<file path="src/core/iseq_pkg.sv">
package iseq_pkg;
   // Bus widths
   localparam int IA_W   = 20;
   localparam int DW     = 16;
   localparam int OAW    = 16;
   localparam int SAVE_W = 32;
   localparam int NSYNC  = 4;
   // Sync pin slots
   localparam int PIN_BUSY  = 0;
   localparam int PIN_GRANT = 1;
   localparam int PIN_ACK   = 2;
   localparam int PIN_TOUT  = 3;
   localparam int PIN_PROT  = 4;
   localparam int NPIN      = 5;
   // One tick of clk_i is half a processor clock
   localparam int PHASE_HALF   = 1;
   localparam int PHASE_STRETCH = 3;
   localparam int DS_AFTER_P3  = 2;
   localparam logic [1:0] END_SHORT = 2'(PHASE_HALF - 1);
   localparam logic [1:0] END_LONG  = 2'(PHASE_STRETCH - 1);
   localparam logic [1:0] DS_TICK   = 2'(DS_AFTER_P3 - PHASE_HALF);
   localparam logic [1:0] CNT_ZERO  = 2'h0;
   localparam logic [1:0] CNT_ONE   = 2'h1;
   // Reset values
   localparam logic [IA_W-1:0] IC_RESET = 20'h00000;
   localparam logic [IA_W-1:0] IC_STEP  = 20'h00001;
   localparam logic [DW-1:0]   NOP_WORD = 16'h0000;
   localparam logic [SAVE_W-IA_W-1:0] SAVE_PAD = 12'h000;
   typedef enum logic [1:0] {
      PH_ONE,
      PH_TWO,
      PH_THREE,
      PH_FOUR
   } iseq_phase_t;
endpackage

</file>
<file path="src/core/iseq_top.sv">
`timescale 1ns/1ps
module iseq_top (
   input  wire logic                 clk_i,
   input  wire logic                 reset_n_i,
   input  wire logic                 ce_i,
   input  wire logic                 op_store_i,
   input  wire logic                 op_load_i,
   input  wire logic                 op_long_imm_i,
   input  wire logic                 op_operand_i,
   input  wire logic                 op_op_read_i,
   input  wire logic                 op_op_mem_i,
   input  wire logic [15:0]          op_op_addr_i,
   input  wire logic [15:0]          op_op_wdata_i,
   input  wire logic                 flow_change_i,
   input  wire logic [19:0]          flow_target_i,
   input  wire logic [19:0]          work_register_i,
   input  wire logic [15:0]          store_data_i,
   input  wire logic                 save_read_i,
   output logic      [31:0]          save_read_data_o,
   output logic      [15:0]          execute_insn_o,
   output logic      [15:0]          load_data_o,
   output logic                      load_valid_o,
   output logic                      bus_error_o,
   output logic      [1:0]           phase_o,
   output logic      [19:0]          insn_addr_bus_o,
   input  wire logic [15:0]          insn_data_bus_i,
   output logic      [15:0]          insn_data_bus_o,
   output logic                      insn_data_bus_oe_o,
   output logic                      insn_read_strobe_n_o,
   output logic                      insn_write_strobe_n_o,
   output logic                      execute_phase_flag_o,
   input  wire logic                 bus_busy_n_i,
   input  wire logic                 grant_in_n_i,
   input  wire logic                 transfer_ack_n_i,
   input  wire logic                 bus_timeout_err_n_i,
   input  wire logic                 protect_fault_n_i,
   output logic                      master_hold_n_o,
   output logic                      mem_or_io_select_o,
   output logic                      read_not_write_o,
   output logic                      data_strobe_n_o,
   output logic      [15:0]          operand_addr_o,
   output logic      [15:0]          operand_data_o,
   output logic                      operand_oe_o
);
   logic [1:0]            rst_q;
   logic                  rst_n;
   logic [iseq_pkg::NPIN-1:0] pin_raw;
   logic [iseq_pkg::NPIN-1:0] pin_f;
   iseq_pkg::iseq_phase_t phase;
   iseq_pkg::iseq_phase_t next_phase;
   logic [1:0]            cnt;
   logic [19:0]           instruction_counter;
   logic [19:0]           return_address_save;
   logic [15:0]           primary_insn_latch;
   logic [15:0]           execute_insn_latch;
   logic                  cur_st, cur_ld, cur_limm, cur_op;
   logic                  cur_rd, cur_mem, cur_br;
   logic [19:0]           cur_tgt;
   logic [19:0]           next_counter;
   logic [15:0]           cur_oa, cur_od;
   logic                  grant_ok, ack_seen, err_seen;
   logic                  p2_done, p4_done;
   logic                  ldst, ldst_nx, st_nx;

   // Reset release through two flops, assert is asynchronous
   always_ff @(posedge clk_i or negedge reset_n_i) begin
      if (!reset_n_i) begin
         rst_q <= 2'h0;
      end else begin
         rst_q <= {rst_q[0], 1'b1};
      end
   end
   assign rst_n = rst_q[1];

   // Pins from other clock domains, three flops and agreement
   assign pin_raw = {protect_fault_n_i, bus_timeout_err_n_i,
                     transfer_ack_n_i, grant_in_n_i, bus_busy_n_i};
   for (genvar g = 0; g < iseq_pkg::NPIN; g++) begin : g_sync
      logic [2:0] s;
      logic       f;
      always_ff @(posedge clk_i or negedge rst_n) begin
         if (!rst_n) begin
            s <= 3'h7;
            f <= 1'b1;
         end else if (ce_i) begin
            s <= {s[1:0], pin_raw[g]};
            if (s[1] == s[2]) begin // Filter glitches
               f <= s[2];
            end
         end
      end
      // One flop per slot, so each bit has a single driver
      assign pin_f[g] = f;
   end

   // Ownership: busy pin high and grant low
   assign grant_ok = pin_f[iseq_pkg::PIN_BUSY] &
                     ~pin_f[iseq_pkg::PIN_GRANT];
   assign ack_seen = ~pin_f[iseq_pkg::PIN_ACK];
   assign err_seen = ~pin_f[iseq_pkg::PIN_TOUT] |
                     ~pin_f[iseq_pkg::PIN_PROT];
   assign ldst     = cur_st | cur_ld;
   // Entering phase two the decode flops still hold the last instruction
   assign st_nx    = (phase == iseq_pkg::PH_ONE) ? op_store_i : cur_st;
   assign ldst_nx  = (phase == iseq_pkg::PH_ONE) ?
                     (op_store_i | op_load_i) : ldst;
   // Next fetch address, so it is already valid as phase one opens
   assign next_counter = cur_br ? cur_tgt :
                         instruction_counter + iseq_pkg::IC_STEP;

   // Phase two: short, stretched, then arbitration wait
   assign p2_done = (cnt == ((ldst | cur_op) ? iseq_pkg::END_LONG
                             : iseq_pkg::END_SHORT))
                    && (!cur_op || grant_ok);

   // Phase four: short or stretched, or for an operand access an acknowledge wait
   always_comb begin
      p4_done = (cnt == ((ldst | cur_limm) ? iseq_pkg::END_LONG
                         : iseq_pkg::END_SHORT));
      if (cur_op) begin
         // Ack only counts once the strobe is out
         p4_done = !data_strobe_n_o &&
                   (ack_seen || err_seen);
      end
   end

   // Phase sequencing, no wait input on the fetch side
   always_comb begin
      next_phase = phase;
      case (phase)
         iseq_pkg::PH_ONE: begin
            next_phase = iseq_pkg::PH_TWO;
         end
         iseq_pkg::PH_TWO: begin
            if (p2_done) begin
               next_phase = iseq_pkg::PH_THREE;
            end
         end
         iseq_pkg::PH_THREE: begin
            next_phase = iseq_pkg::PH_FOUR;
         end
         iseq_pkg::PH_FOUR: begin
            if (p4_done) begin
               next_phase = iseq_pkg::PH_ONE;
            end
         end
         default: begin
            next_phase = iseq_pkg::PH_ONE;
         end
      endcase
   end

   // Phase register and tick counter within a phase
   always_ff @(posedge clk_i or negedge rst_n) begin
      if (!rst_n) begin
         phase <= iseq_pkg::PH_ONE;
         cnt   <= iseq_pkg::CNT_ZERO;
      end else if (ce_i) begin
         phase <= next_phase;
         if (next_phase != phase) begin
            cnt <= iseq_pkg::CNT_ZERO;
         end else if (cnt != iseq_pkg::END_LONG) begin
            cnt <= cnt + iseq_pkg::CNT_ONE; // Saturates
         end
      end
   end
   assign phase_o = phase;

   // Decode of the instruction entering execution
   always_ff @(posedge clk_i or negedge rst_n) begin
      if (!rst_n) begin
         cur_st   <= 1'b0;
         cur_ld   <= 1'b0;
         cur_limm <= 1'b0;
         cur_op   <= 1'b0;
         cur_rd   <= 1'b1;
         cur_mem  <= 1'b1;
         cur_br   <= 1'b0;
         cur_tgt  <= iseq_pkg::IC_RESET;
         cur_oa   <= 16'h0000;
         cur_od   <= 16'h0000;
      end else if (ce_i && phase == iseq_pkg::PH_ONE) begin
         cur_st   <= op_store_i;
         cur_ld   <= op_load_i;
         cur_limm <= op_long_imm_i;
         cur_op   <= op_operand_i;
         cur_rd   <= op_op_read_i;
         cur_mem  <= op_op_mem_i;
         cur_br   <= flow_change_i;
         cur_tgt  <= flow_target_i;
         cur_oa   <= op_op_addr_i;
         cur_od   <= op_op_wdata_i;
      end
   end

   // Two latch stages; fetch overlaps execute
   always_ff @(posedge clk_i or negedge rst_n) begin
      if (!rst_n) begin
         primary_insn_latch <= iseq_pkg::NOP_WORD;
         execute_insn_latch <= iseq_pkg::NOP_WORD;
      end else if (ce_i) begin
         if (phase == iseq_pkg::PH_ONE) begin
            execute_insn_latch <= primary_insn_latch;
         end
         if (phase == iseq_pkg::PH_FOUR) begin
            // Transparent while phase four is open
            primary_insn_latch <= insn_data_bus_i;
         end
      end
   end
   assign execute_insn_o = execute_insn_latch;

   // Counter advances at phase four end; a branch only
   // redirects the fetch after the slot word is in
   always_ff @(posedge clk_i or negedge rst_n) begin
      if (!rst_n) begin
         instruction_counter <= iseq_pkg::IC_RESET;
      end else if (ce_i && phase == iseq_pkg::PH_FOUR && p4_done) begin
         instruction_counter <= next_counter;
      end
   end

   // Save register, overwritten by each flow change
   always_ff @(posedge clk_i or negedge rst_n) begin
      if (!rst_n) begin
         return_address_save <= iseq_pkg::IC_RESET;
      end else if (ce_i && phase == iseq_pkg::PH_ONE && flow_change_i) begin
         return_address_save <= instruction_counter;
      end
   end

   // Read port pads to a register pair width
   always_ff @(posedge clk_i or negedge rst_n) begin
      if (!rst_n) begin
         save_read_data_o <= 32'h00000000;
      end else if (ce_i && save_read_i) begin
         save_read_data_o <= {iseq_pkg::SAVE_PAD,
                              return_address_save};
      end
   end

   // Instruction port address, data and strobes
   always_ff @(posedge clk_i or negedge rst_n) begin
      if (!rst_n) begin
         insn_addr_bus_o       <= iseq_pkg::IC_RESET;
         insn_data_bus_o       <= iseq_pkg::NOP_WORD;
         insn_data_bus_oe_o    <= 1'b0;
         insn_read_strobe_n_o  <= 1'b1;
         insn_write_strobe_n_o <= 1'b1;
      end else if (ce_i) begin
         insn_read_strobe_n_o  <= 1'b0;
         insn_write_strobe_n_o <= 1'b1;
         insn_data_bus_oe_o    <= 1'b0;
         if (next_phase == iseq_pkg::PH_ONE) begin
            insn_addr_bus_o    <= next_counter;
         end else begin
            insn_addr_bus_o    <= instruction_counter;
         end
         if (next_phase == iseq_pkg::PH_ONE && op_store_i) begin
            insn_addr_bus_o       <= work_register_i;
            insn_read_strobe_n_o  <= 1'b1;
            insn_write_strobe_n_o <= 1'b0;
            insn_data_bus_o       <= store_data_i;
            insn_data_bus_oe_o    <= 1'b1;
         end else if (next_phase == iseq_pkg::PH_ONE && op_load_i) begin
            insn_addr_bus_o <= work_register_i;
         end else if (next_phase == iseq_pkg::PH_TWO && ldst_nx) begin
            // Hold access through the stretched phase two
            insn_addr_bus_o       <= insn_addr_bus_o;
            insn_read_strobe_n_o  <= st_nx;
            insn_write_strobe_n_o <= ~st_nx;
            insn_data_bus_oe_o    <= st_nx;
         end
      end
   end

   // Load word taken at the last tick of phase two
   always_ff @(posedge clk_i or negedge rst_n) begin
      if (!rst_n) begin
         load_data_o  <= iseq_pkg::NOP_WORD;
         load_valid_o <= 1'b0;
      end else if (ce_i) begin
         load_valid_o <= 1'b0;
         if (phase == iseq_pkg::PH_TWO && cur_ld && p2_done) begin
            load_data_o  <= insn_data_bus_i;
            load_valid_o <= 1'b1;
         end
      end
   end

   // Execute flag: low in one and two, high in three and four
   always_ff @(posedge clk_i or negedge rst_n) begin
      if (!rst_n) begin
         execute_phase_flag_o <= 1'b0;
      end else if (ce_i) begin
         execute_phase_flag_o <= (next_phase == iseq_pkg::PH_THREE) ||
            (next_phase == iseq_pkg::PH_FOUR);
      end
   end

   // Operand bus, owned from phase three to cycle end
   always_ff @(posedge clk_i or negedge rst_n) begin
      if (!rst_n) begin
         master_hold_n_o    <= 1'b1;
         mem_or_io_select_o <= 1'b1;
         read_not_write_o   <= 1'b1;
         operand_addr_o     <= 16'h0000;
         operand_data_o     <= 16'h0000;
         operand_oe_o       <= 1'b0;
         data_strobe_n_o    <= 1'b1;
         bus_error_o        <= 1'b0;
      end else if (ce_i) begin
         bus_error_o <= 1'b0;
         if (phase == iseq_pkg::PH_TWO && p2_done && cur_op) begin
            master_hold_n_o    <= 1'b0;
            mem_or_io_select_o <= cur_mem;
            read_not_write_o   <= cur_rd;
            operand_addr_o     <= cur_oa;
            operand_data_o     <= cur_od;
            operand_oe_o       <= 1'b1;
         end
         if (phase == iseq_pkg::PH_FOUR && cur_op &&
             cnt == iseq_pkg::CNT_ZERO && data_strobe_n_o) begin
            data_strobe_n_o <= 1'b0;
         end
         if (phase == iseq_pkg::PH_FOUR && p4_done && cur_op) begin
            // Release half a clock after the ack edge
            data_strobe_n_o <= 1'b1;
            master_hold_n_o <= 1'b1;
            operand_oe_o    <= 1'b0;
            bus_error_o     <= err_seen;
         end
      end
   end
endmodule

</file>
<file path="config.mk">
export PLATFORM = sky130hd
export DESIGN_NAME = iseq_top
export DESIGN_NICKNAME = d
export VERILOG_FILES = /design/src/core/iseq_pkg.sv /design/src/core/iseq_top.sv
export SDC_FILE = /design/constraint.sdc
export NUM_CORES = 1
export LEC_CHECK = 0
export ABC_CLOCK_PERIOD_IN_PS = 8950
export BUFFER_PORTS_ARGS = -buffer_cell sky130_fd_sc_hd__buf_2
export CAP_MARGIN = 25
export CELL_PAD_IN_SITES_DETAIL_PLACEMENT = 1
export CELL_PAD_IN_SITES_GLOBAL_PLACEMENT = 1
export CORE_ASPECT_RATIO = 2
export CORE_MARGIN = 3
export CORE_UTILIZATION = 40
export DETAILED_ROUTE_END_ITERATION = 7
export GPL_ROUTABILITY_DRIVEN = 0
export GPL_TIMING_DRIVEN = 0
export PLACE_DENSITY = 0.84
export SLEW_MARGIN = 15
export SYNTH_ARGS = -nofsm -noshare
export SYNTH_HDL_FRONTEND = slang
export SYNTH_SLANG_ARGS = --single-unit
</file>
<file path="constraint.sdc">
create_clock -name clk_i -period 8.95 [get_ports clk_i]
set_input_delay 2.685 -clock clk_i [delete_from_list [all_inputs] [get_ports clk_i]]
set_output_delay 2.685 -clock clk_i [all_outputs]
set_load 0.03 [all_outputs]
</file>
==> out/results.ini, run 1 <==
[cells_and_area]
fin_nets=1391
final_cells=1647
area_delta_synth_final_pct=23.51
drive_gt1_share_pct=42.69
stdcell_area_um2=14690
n_fill_cell=3149

[run]
cap_viol_max_count=0

[place]
dp_hpwl_um=27560
placed_area_um2=13760
dp.cells=1599
io_buffers=252

[min_path]
hold_end=rst_q[1]
hp-class=reg -> reg
whs_path_depth=0
hold_start=rst_q[0]

[floorplanning]
die_area_um2=31960
io_pins=265
fp.dieW_um=127.9
rows=88
start_util_pct=40.91
core_um2=29070
die_y_um=249.8

[global_routing]
grt_pass1_vias=10102
gr-usage-all-layers_pct=22.58
antenna_found_initial=1
grt_pass1_wl_um=56900
overflow=0
grt_start_max_net_pins=62

[power_and_ir_drop]
ir_drop_mv=0.1889
power_w=0.005548
power.leakage_nw=7.106
powerDensity_nw_per_um2=377.7

[timing]
fmax_mhz=200.9
final.period_utilization_pct=55.62
period_needed_ns=4.978
fin_skew_ns=0.02628
setup_viol=0
holdWs_ns=0.3515
rsz0062_at_grt=no
final_max_slew_viol_count=0
hold_viol=0
relSlewSlack_pct=32.64
tightest_slew_ns=1.007

[detailed_routing]
drtIter0Drc=415
wirelength_um=36730
drcViolationCount=0
routedWlPerCell_um=22.30
via_per_inst=5.452
antenna_left=0
num_vias=8980
dr.pass1.iters=5

[outcome]
outcome=finished, final reports clean

[yosys]
postSynthAreaPerCell_um2=12.23
synth_edf_count=0
ys_seq_area_share_pct=57.53
yosys_warnings=0
yosys.area.top_type=dfrtp_1
synthCells=972
synth_top_area_share_pct=51.35
synth_area_leaders=dfrtp_1 (51%), mux2_2 (15%), dfstp_2 (6.2%)
synth_area_um2=11890
synth_cell_types=64
async_flop_share_pct=100.0
synthFlopType=dfrtp_1
postSynthRegisterBits=272

[setup_path]
r2r_setup_slack_ns=5.91
startpoint_type=input pin
r2r_end=cur_tgt[10]
cp_data_required_time_ns=9.37
worst_path_most_repeated_cell=clkbuf_1
cp_slowest_cell=clkbuf_1
crit_buf_inv=4
end_kind=flip-flop
criticalPathCategory=in -> reg
arrival_ns=5.40
max_stage_delay_ns=0.68
r2r-start=phase_o[0]
path_delay_family=buffers and inverters
reg2reg_depth=5
crit_fanout=10
path_cells=buf_2 -> clkinv_1 -> nor3_1 -> clkbuf_1 -> clkbuf_1 -> mux2_2

[cts]
cts_resized=0
cts_tree=built
cts_root_buf=clkbuf_16
post_cts_buffers=0
clkSlewWorstSetupHoldPaths_ns=0.06
cts.sinks=272
ctsHoldBuffers=0
clock_path_buffers=3
cts_made_buffers=26
clk_latency_ns=0.55
ctsHtreeMaxLevel=1

## cells in the final DEF (no fill, tap or decap), types with 6 or more instances in the layout
cell type,count
conb_1,13
nand2b_1,7
nor2_1,36
a22oi_1,6
buf_2,255
clkbuf_16,26
buf_4,13
and3_1,8
nor4_1,7
inv_1,13
dfstp_2,28
nor2b_1,6
dfrtp_1,243
o211ai_1,7
nor3_1,9
a41oi_1,6
clkbuf_8,7
nand2_1,114
nand3_1,26
clkinv_2,6
clkbuf_1,56
mux2i_1,8
mux2_4,37
nand4_1,9
o21ai_0,66
mux2_2,155
a21oi_1,22
## kinds of logic after synthesis
logic type / share of synthesized area [%]
buffers and inverters: 3.525
AO/OA/AOI/OAI: 8.639
other: 0.06315
AND/OR/NAND/NOR: 9.606
XOR/XNOR: 0.2947
multiplexers: 20.02
flip-flops: 57.53
adder cells (fa/ha/maj): 0.3157
## layer usage
metal  vias to the layer above  global-route usage [%]  part of all wire [%]  wire length (um)
met3                        96                   2.506                   4.2              1560
met4                         0                   11.38                   4.9              1807
met1                      4555                   23.46                    35             12810
li1                       4010                       -                     -                 -
met2                       319                   43.34                    56             20550
met5                         -                       0                     0                 0
## area by class of cell
cell class	count	area [um^2]	share of cell area (%)
Sequential cell	272	6845	46.61
Multi-Input combinational cell	621	4672	31.81
Timing Repair Buffer	257	1376	9.371
Clock buffer	35	754.5	5.137
Tap cell	360	450.4	3.067
Buffer	76	366.6	2.496
Clock inverter	11	166.4	1.133
Inverter	14	52.55	0.3578
Antenna cell	1	2.502	0.01704
## worst max path at each step
stage,from,cells past startpoint,to,slack [ns]
finish,ce_i,6,cur_tgt[10],3.97
floorplan,rst_q[1],0,bus_error_o,0.86
global route,ce_i,6,cur_tgt[10],3.77
global placement,rst_q[1],0,cur_od[14],-2.16
detailed placement,ce_i,6,cur_tgt[10],3.30
CTS,ce_i,6,cur_tgt[10],3.86
## registers in the layout, summed over array words and instances (netlist names), 5 cells and up
signal / flops
cur_tgt: 20
insn_addr_bus_o: 20
instruction_counter: 20
return_address_save: 20
save_read_data_o: 20
cur_oa: 16
cur_od: 16
execute_insn_o: 16
insn_data_bus_o: 16
load_data_o: 16
operand_addr_o: 16
operand_data_o: 16
primary_insn_latch: 16
g_sync.s: 15
g_sync.f: 5
## worst register-to-register path: cells and delay by family, from the launching register on
| kind | cells | cell delay [ns] |
|---|---|---|
| mux | 1 | 0.42 |
| buf+inv | 3 | 1.52 |
| simple gates | 1 | 0.58 |
| flops | 1 | 0.39 |
## Yosys cell counts, types with 3 or more instances
cell and count:
nand4_1 9, or3_1 4, dfstp_2 28, nand2b_1 7, a41oi_1 6, nor2b_1 6
a21o_1 5, nor2_1 36, ha_1 3, clkbuf_1 54, buf_4 13, mux2i_1 8
or4_1 4, o21a_1 3, nand2_1 114, mux2_2 155, a21oi_1 22, o21ai_0 66
nor4_1 7, a32oi_1 3, a31oi_1 3, buf_1 3, o311a_1 5, and3_1 8
mux2_4 37, nand3_1 26, dfrtp_1 244, nor3_1 9, o211ai_1 7, a211oi_1 5
inv_1 13, and2_1 4, buf_6 4, o31a_1 3, a22oi_1 6
## metrics by stage
stage / worst slack [ns] / setup TNS, ns / util [%]
after floorplan: 0.8573 / 0 / -
after global placement: -2.162 / -511.62 / 46.94
after detailed placement: 3.299 / 0 / 47.33
after CTS: 3.859 / 0 / 50.50
after global routing: 3.769 / 0 / 50.53
final: 3.972 / 0 / 50.53
## power breakdown
part / total [W] / switching [W] / leakage, nW / internal, W
Sequential: 0.00214 / 0.000358 / 3.37 / 0.00179
Clock: 0.00119 / 0.000481 / 0.460 / 0.000705
Combinational: 0.00222 / 0.00139 / 3.28 / 0.000824
Power figures use the tool's default switching activity.
==> run 2, diff against run 1 <==
ABC_CLOCK_PERIOD_IN_PS = 4300   (was 8950)
CORE_UTILIZATION = 39   (was 40)
PLACE_DENSITY = 0.85   (was 0.84)
clock period = 4.3 ns   (was 8.95 ns; I/O delays follow)
==> run 2 against run 1 <==
  * Clock-buffer cell count increased by 5
  * Cell area decreased by 0.62%
  * Wire length increased by 3.3%
  * Hold slack got worse by 0.046 ns
  * Sequential share of layout area increased by 0.29 points
  * Worst setup slack got worse by 3.2 ns
  * Die area increased by 2.5%
  * Sequential power increased by 110%
  * Critical path type unchanged
  * Highest routed layer is now met5
==> out/results.ini, run 2 (synthesized netlist as in run 1, its figures left out) <==
[outcome]
outcome=finished, final reports clean

[setup_path]
criticalPathCategory=in -> reg
worst_path_most_repeated_cell=clkbuf_1
cp_slowest_cell=clkbuf_1
crit_fanout=10
path_cells=buf_2 -> clkinv_1 -> nor3_1 -> clkbuf_1 -> clkbuf_1 -> mux2_2
path_delay_family=buffers and inverters
cp_data_required_time_ns=4.70
crit_buf_inv=4
end_kind=flip-flop
startpoint_type=input pin
max_stage_delay_ns=0.63
arrival_ns=3.91

[place]
io_buffers=252
dp_hpwl_um=28320
placed_area_um2=13770
dp_slack_ns=0.1743
dp.cells=1604

[timing]
setup_ws_ns=0.7884
final.period_utilization_pct=81.66
rsz0062_at_grt=no
final_max_slew_viol_count=0
fin_skew_ns=0.03149
relSlewSlack_pct=33.55
tightest_slew_ns=0.9930
setup_viol=0
fmax_mhz=284.8
period_needed_ns=3.512
hold_viol=0
fin_setup_tns_ns=0

[cts]
cts_root_buf=clkbuf_16
clock_path_buffers=3
cts_resized=0
post_cts_buffers=0
clk_latency_ns=0.55
ctsHtreeMaxLevel=1
clkSlewWorstSetupHoldPaths_ns=0.07
cts.sinks=272
cts_tree=built
cts_made_buffers=25
ctsHoldBuffers=0

[detailed_routing]
via_per_inst=5.539
wl_met1_um=12340
wirelength_um=37930
drcViolationCount=0
routedWlPerCell_um=22.97
dr_wl_met2_um=21070
num_vias=9145
met3WireLength_um=1811
antenna_left=0
drtIter0Drc=496
top_layer=met5
dr.pass1.iters=5

[min_path]
hp-class=reg -> async

[floorplanning]
fp.dieW_um=129.5
die_y_um=252.9
rows=89
io_pins=265
start_util_pct=39.99
core_um2=29730
die_area_um2=32750

[run]
cap_viol_max_count=0

[cells_and_area]
fin_nets=1390
mostFrequentLayoutCells=buf_2 (255), dfrtp_1 (243), mux2_2 (155)
drive_gt1_share_pct=42.46
layout_commonest_cell=buf_2
area_delta_synth_final_pct=22.74
final_cells=1651
stdcell_area_um2=14600

[power_and_ir_drop]
ir_drop_mv=0.3327
power.leakage_nw=7.049
powerDensity_nw_per_um2=779.6

[global_routing]
grt_start_max_net_pins=64
overflow=0
grt_pass1_wl_um=57380
gr-usage-all-layers_pct=22.77
grt_pass1_vias=10351
antenna_found_initial=2

==> run 2: final cells by class <==
class                           instances  area (um^2)
Clock inverter                          6        42.54
Inverter                               14        52.55
Antenna cell                            1        2.502
Multi-Input combinational cell        621         4672
Clock buffer                           40        782.0
Fill cell                            3220        15140
Tap cell                              364        455.4
Timing Repair Buffer                  257         1376
Buffer                                 76        366.6
Sequential cell                       272         6845
==> run 2: path summary, 6_finish.rpt <==
check	slack, ns	cells past startpoint	start	to
max	0.79	6	ce_i	cur_tgt[12]
min	0.31	0	rst_q[1]	cur_tgt[7]
max reg2reg	1.31	5	phase_o[1]	cur_tgt[12]
min reg2reg	0.31	0	rst_q[1]	cur_tgt[7]
max in group asynchronous	2.55	3	rst_q[1]	g_sync[2].s[2]
min in group clk_i	0.35	0	rst_q[0]	rst_q[1]
==> run 2: where the power goes <==
part	leakage (nW)	total, W	switching, W	internal [W]
Clock	0.403	0.00223	0.000981	0.00125
Combinational	3.28	0.00467	0.00295	0.00172
Sequential	3.37	0.00448	0.000758	0.00372
==> run 2: layer usage <==
layer  vias up  track usage [%]
met5         -                0
met4         2            14.95
met3       143            2.913
met2       358            43.54
met1      4633            22.11
li1       4009                -
==> run 2: metrics by stage <==
| step | power, W | hold slack [ns] | util, % |
|---|---|---|---|
| floorplan | 0.007489 | 0.3312 | - |
| global placement | 0.008848 | 0.3365 | 45.92 |
| detailed placement | 0.009151 | 0.3218 | 46.31 |
| CTS | 0.01147 | 0.3276 | 49.08 |
| global route | 0.01198 | 0.3486 | 49.09 |
| finish | 0.01138 | 0.3057 | 49.09 |
==> run 3, diff against run 2 <==
ABC_AREA = 1   (was default)
ABC_CLOCK_PERIOD_IN_PS = 3330   (was 4300)
CORE_UTILIZATION = 40   (was 39)
PLACE_DENSITY = 0.88   (was 0.85)
clock period = 3.33 ns   (was 4.3 ns; I/O delays follow)
==> run 3 against run 2 <==
  * Flip-flop and latch count did not move
  * Clock-buffer cell count fell by 9
  * Critical path depth up 1
  * Final cell count increased by 20%
  * Register-to-register slack worse by 0.38 ns
  * Cell area is 1.7% lower
  * Critical endpoint unchanged
  * Highest routed layer unchanged
==> out/results.ini, run 3 <==
[cts]
clock_path_buffers=3
cts_tree=built
ctsHoldBuffers=0
clk_latency_ns=0.54
ctsHtreeMaxLevel=1
cts_root_buf=clkbuf_16
cts_resized=0
post_cts_buffers=0
cts.sinks=272
clkSlewWorstSetupHoldPaths_ns=0.06
cts_made_buffers=26

[detailed_routing]
dr.pass1.iters=5
drtIter0Drc=468
num_vias=10051
antenna_left=0
via_per_inst=5.094
drcViolationCount=0
wirelength_um=38410
routedWlPerCell_um=19.47

[power_and_ir_drop]
power.leakage_nw=7.665
ir_drop_mv=0.6003
powerDensity_nw_per_um2=1014

[place]
dp.cells=1923
io_buffers=251
dp_hpwl_um=29180

[outcome]
outcome=finished, final reports clean

[timing]
holdWs_ns=0.2409
hold_viol=0
relSlewSlack_pct=50.17
period_needed_ns=2.397
rsz0062_at_grt=no
fin_setup_tns_ns=0
tightest_slew_ns=0.7475
final_max_slew_viol_count=0
fin_skew_ns=0.01421
setup_viol=0
final.period_utilization_pct=71.98
fmax_mhz=417.2

[cells_and_area]
drive_gt1_share_pct=25.39
layout_commonest_cell=nand2_1
n_fill_cell=3437
fin_nets=1718
final_util_pct=50.70
final_cells=1973
area_delta_synth_final_pct=24.45
mostFrequentLayoutCells=nand2_1 (550), buf_2 (261), dfrtp_1 (243)

[floorplanning]
die_area_um2=31020
start_util_pct=40.74
rows=87
io_pins=265
fp.dieW_um=126.1
die_y_um=246.1
core_um2=28300

[setup_path]
path_cells=buf_2 -> nor2_1 -> nand2_1 -> clkbuf_1 -> clkbuf_1 -> nand2_1 -> nand2_1
max_stage_delay_ns=0.52
arrival_ns=2.86
end_kind=flip-flop
criticalPathCategory=reg -> reg
cp_data_required_time_ns=3.80
crit_fanout=10
startpoint_type=flip-flop
worst_path_most_repeated_cell=nand2_1
crit_buf_inv=3
cp_slowest_cell=clkbuf_1
path_delay_family=buffers and inverters

[yosys]
postSynthAreaPerCell_um2=8.863
yosysMostFrequentCell=nand2_1
yosys_warnings=0
synth_area_um2=11530
synth_top_area_share_pct=52.95
synth_area_leaders=dfrtp_1 (53%), nand2_1 (18%), dfstp_2 (6.4%)
synth_edf_count=0
ys_seq_area_share_pct=59.33
synthCells=1301
postSynthRegisterBits=272
yosys.area.top_type=dfrtp_1
synthTopCellsByCount=nand2_1 (550), dfrtp_1 (244), o21ai_0 (122)
synthFlopType=dfrtp_1
synth_cell_types=33
async_flop_share_pct=100.0

[global_routing]
grt_start_max_net_pins=62
gr-usage-all-layers_pct=24.50
overflow=0
antenna_found_initial=8
grt_pass1_vias=11088
grt_pass1_wl_um=60030

[min_path]
hp-class=in -> async

[run]
cap_viol_max_count=0

-- run 3: cell count changes after synthesis, sizes merged, moves of 14 or more --
cell	previous run	this run
nor2	36	69
nand2	114	553
o21ai	66	126
mux2	192	36
nand3	28	42
inv	13	79
-- run 3: power breakdown --
part	leakage, nW	internal, W	switching (W)
sequential	3.37	0.00470	0.000929
clock	0.478	0.00201	0.00135
combinational	3.81	0.00165	0.00391
-- run 3: cell families (layout without fill, tap and decap cells) --
family / count (synthesis) / in the layout / synth area share, %
buf+inv: 147 / 450 / 5.414
mux: 36 / 36 / 3.809
other cells: 2 / 15 / 0.06513
compound gates: 147 / 147 / 6.586
simple gates: 688 / 688 / 24.01
flops: 272 / 272 / 59.33
xor+xnor: 6 / 6 / 0.4557
fa+ha+maj: 3 / 3 / 0.3256
-- run 3: metrics by stage --
stage | setup WS [ns] | total power [W] | area, um^2
finish | 0.9329 | 0.01456 | 14350
global route | 0.7372 | 0.01545 | 14350
CTS | 0.8582 | 0.01467 | 14350
detailed placement | 0.3781 | 0.01120 | 13380
global placement | -0.3361 | 0.01084 | 13280
floorplan | 0.6243 | 0.009156 | 11580
-- run 3: metal layers --
| metal | vias up | part of all wire, % | global-route usage, % |
|---|---|---|---|
| met1 | 4983 | 33 | 23.95 |
| met4 | 12 | 5.1 | 11.75 |
| met2 | 278 | 57 | 48.23 |
| met3 | 105 | 4.8 | 4.513 |
| li1 | 4673 | - | - |
| met5 | - | 0.21 | 0 |
-- run 3: final cells by class --
cell class	instances	area, um^2	area share, %
plain buffers	68	327.8	2.284
diodes	2	5.005	0.03488
clock buffers	31	720.7	5.022
multi-input cells	893	4106	28.62
well taps	356	445.4	3.104
repair buffers	255	1359	9.469
clock inverters	17	244.0	1.700
inverters	79	296.5	2.066
flip-flops and latches	272	6845	47.70
-- run 3: worst paths after layout --
kind | startpoint | to | slack, ns | cells after the start
min reg2reg | rst_q[0] | rst_q[1] | 0.35 | 0
max in group asynchronous | rst_q[1] | master_hold_n_o | 1.81 | 2
min in group clk_i | rst_q[0] | rst_q[1] | 0.35 | 0
max | phase_o[0] | cur_tgt[12] | 0.93 | 7
min | reset_n_i | rst_q[1] | 0.24 | 1
max reg2reg | phase_o[0] | cur_tgt[12] | 0.93 | 7
-- run 3: worst reg2reg max path, stage by stage (launching register included) --
cell	delay, ns
dfrtp_1	0.40
buf_2	0.22
nor2_1	0.12
nand2_1	0.35
clkbuf_1	0.53
clkbuf_1	0.48
nand2_1	0.11
nand2_1	0.11
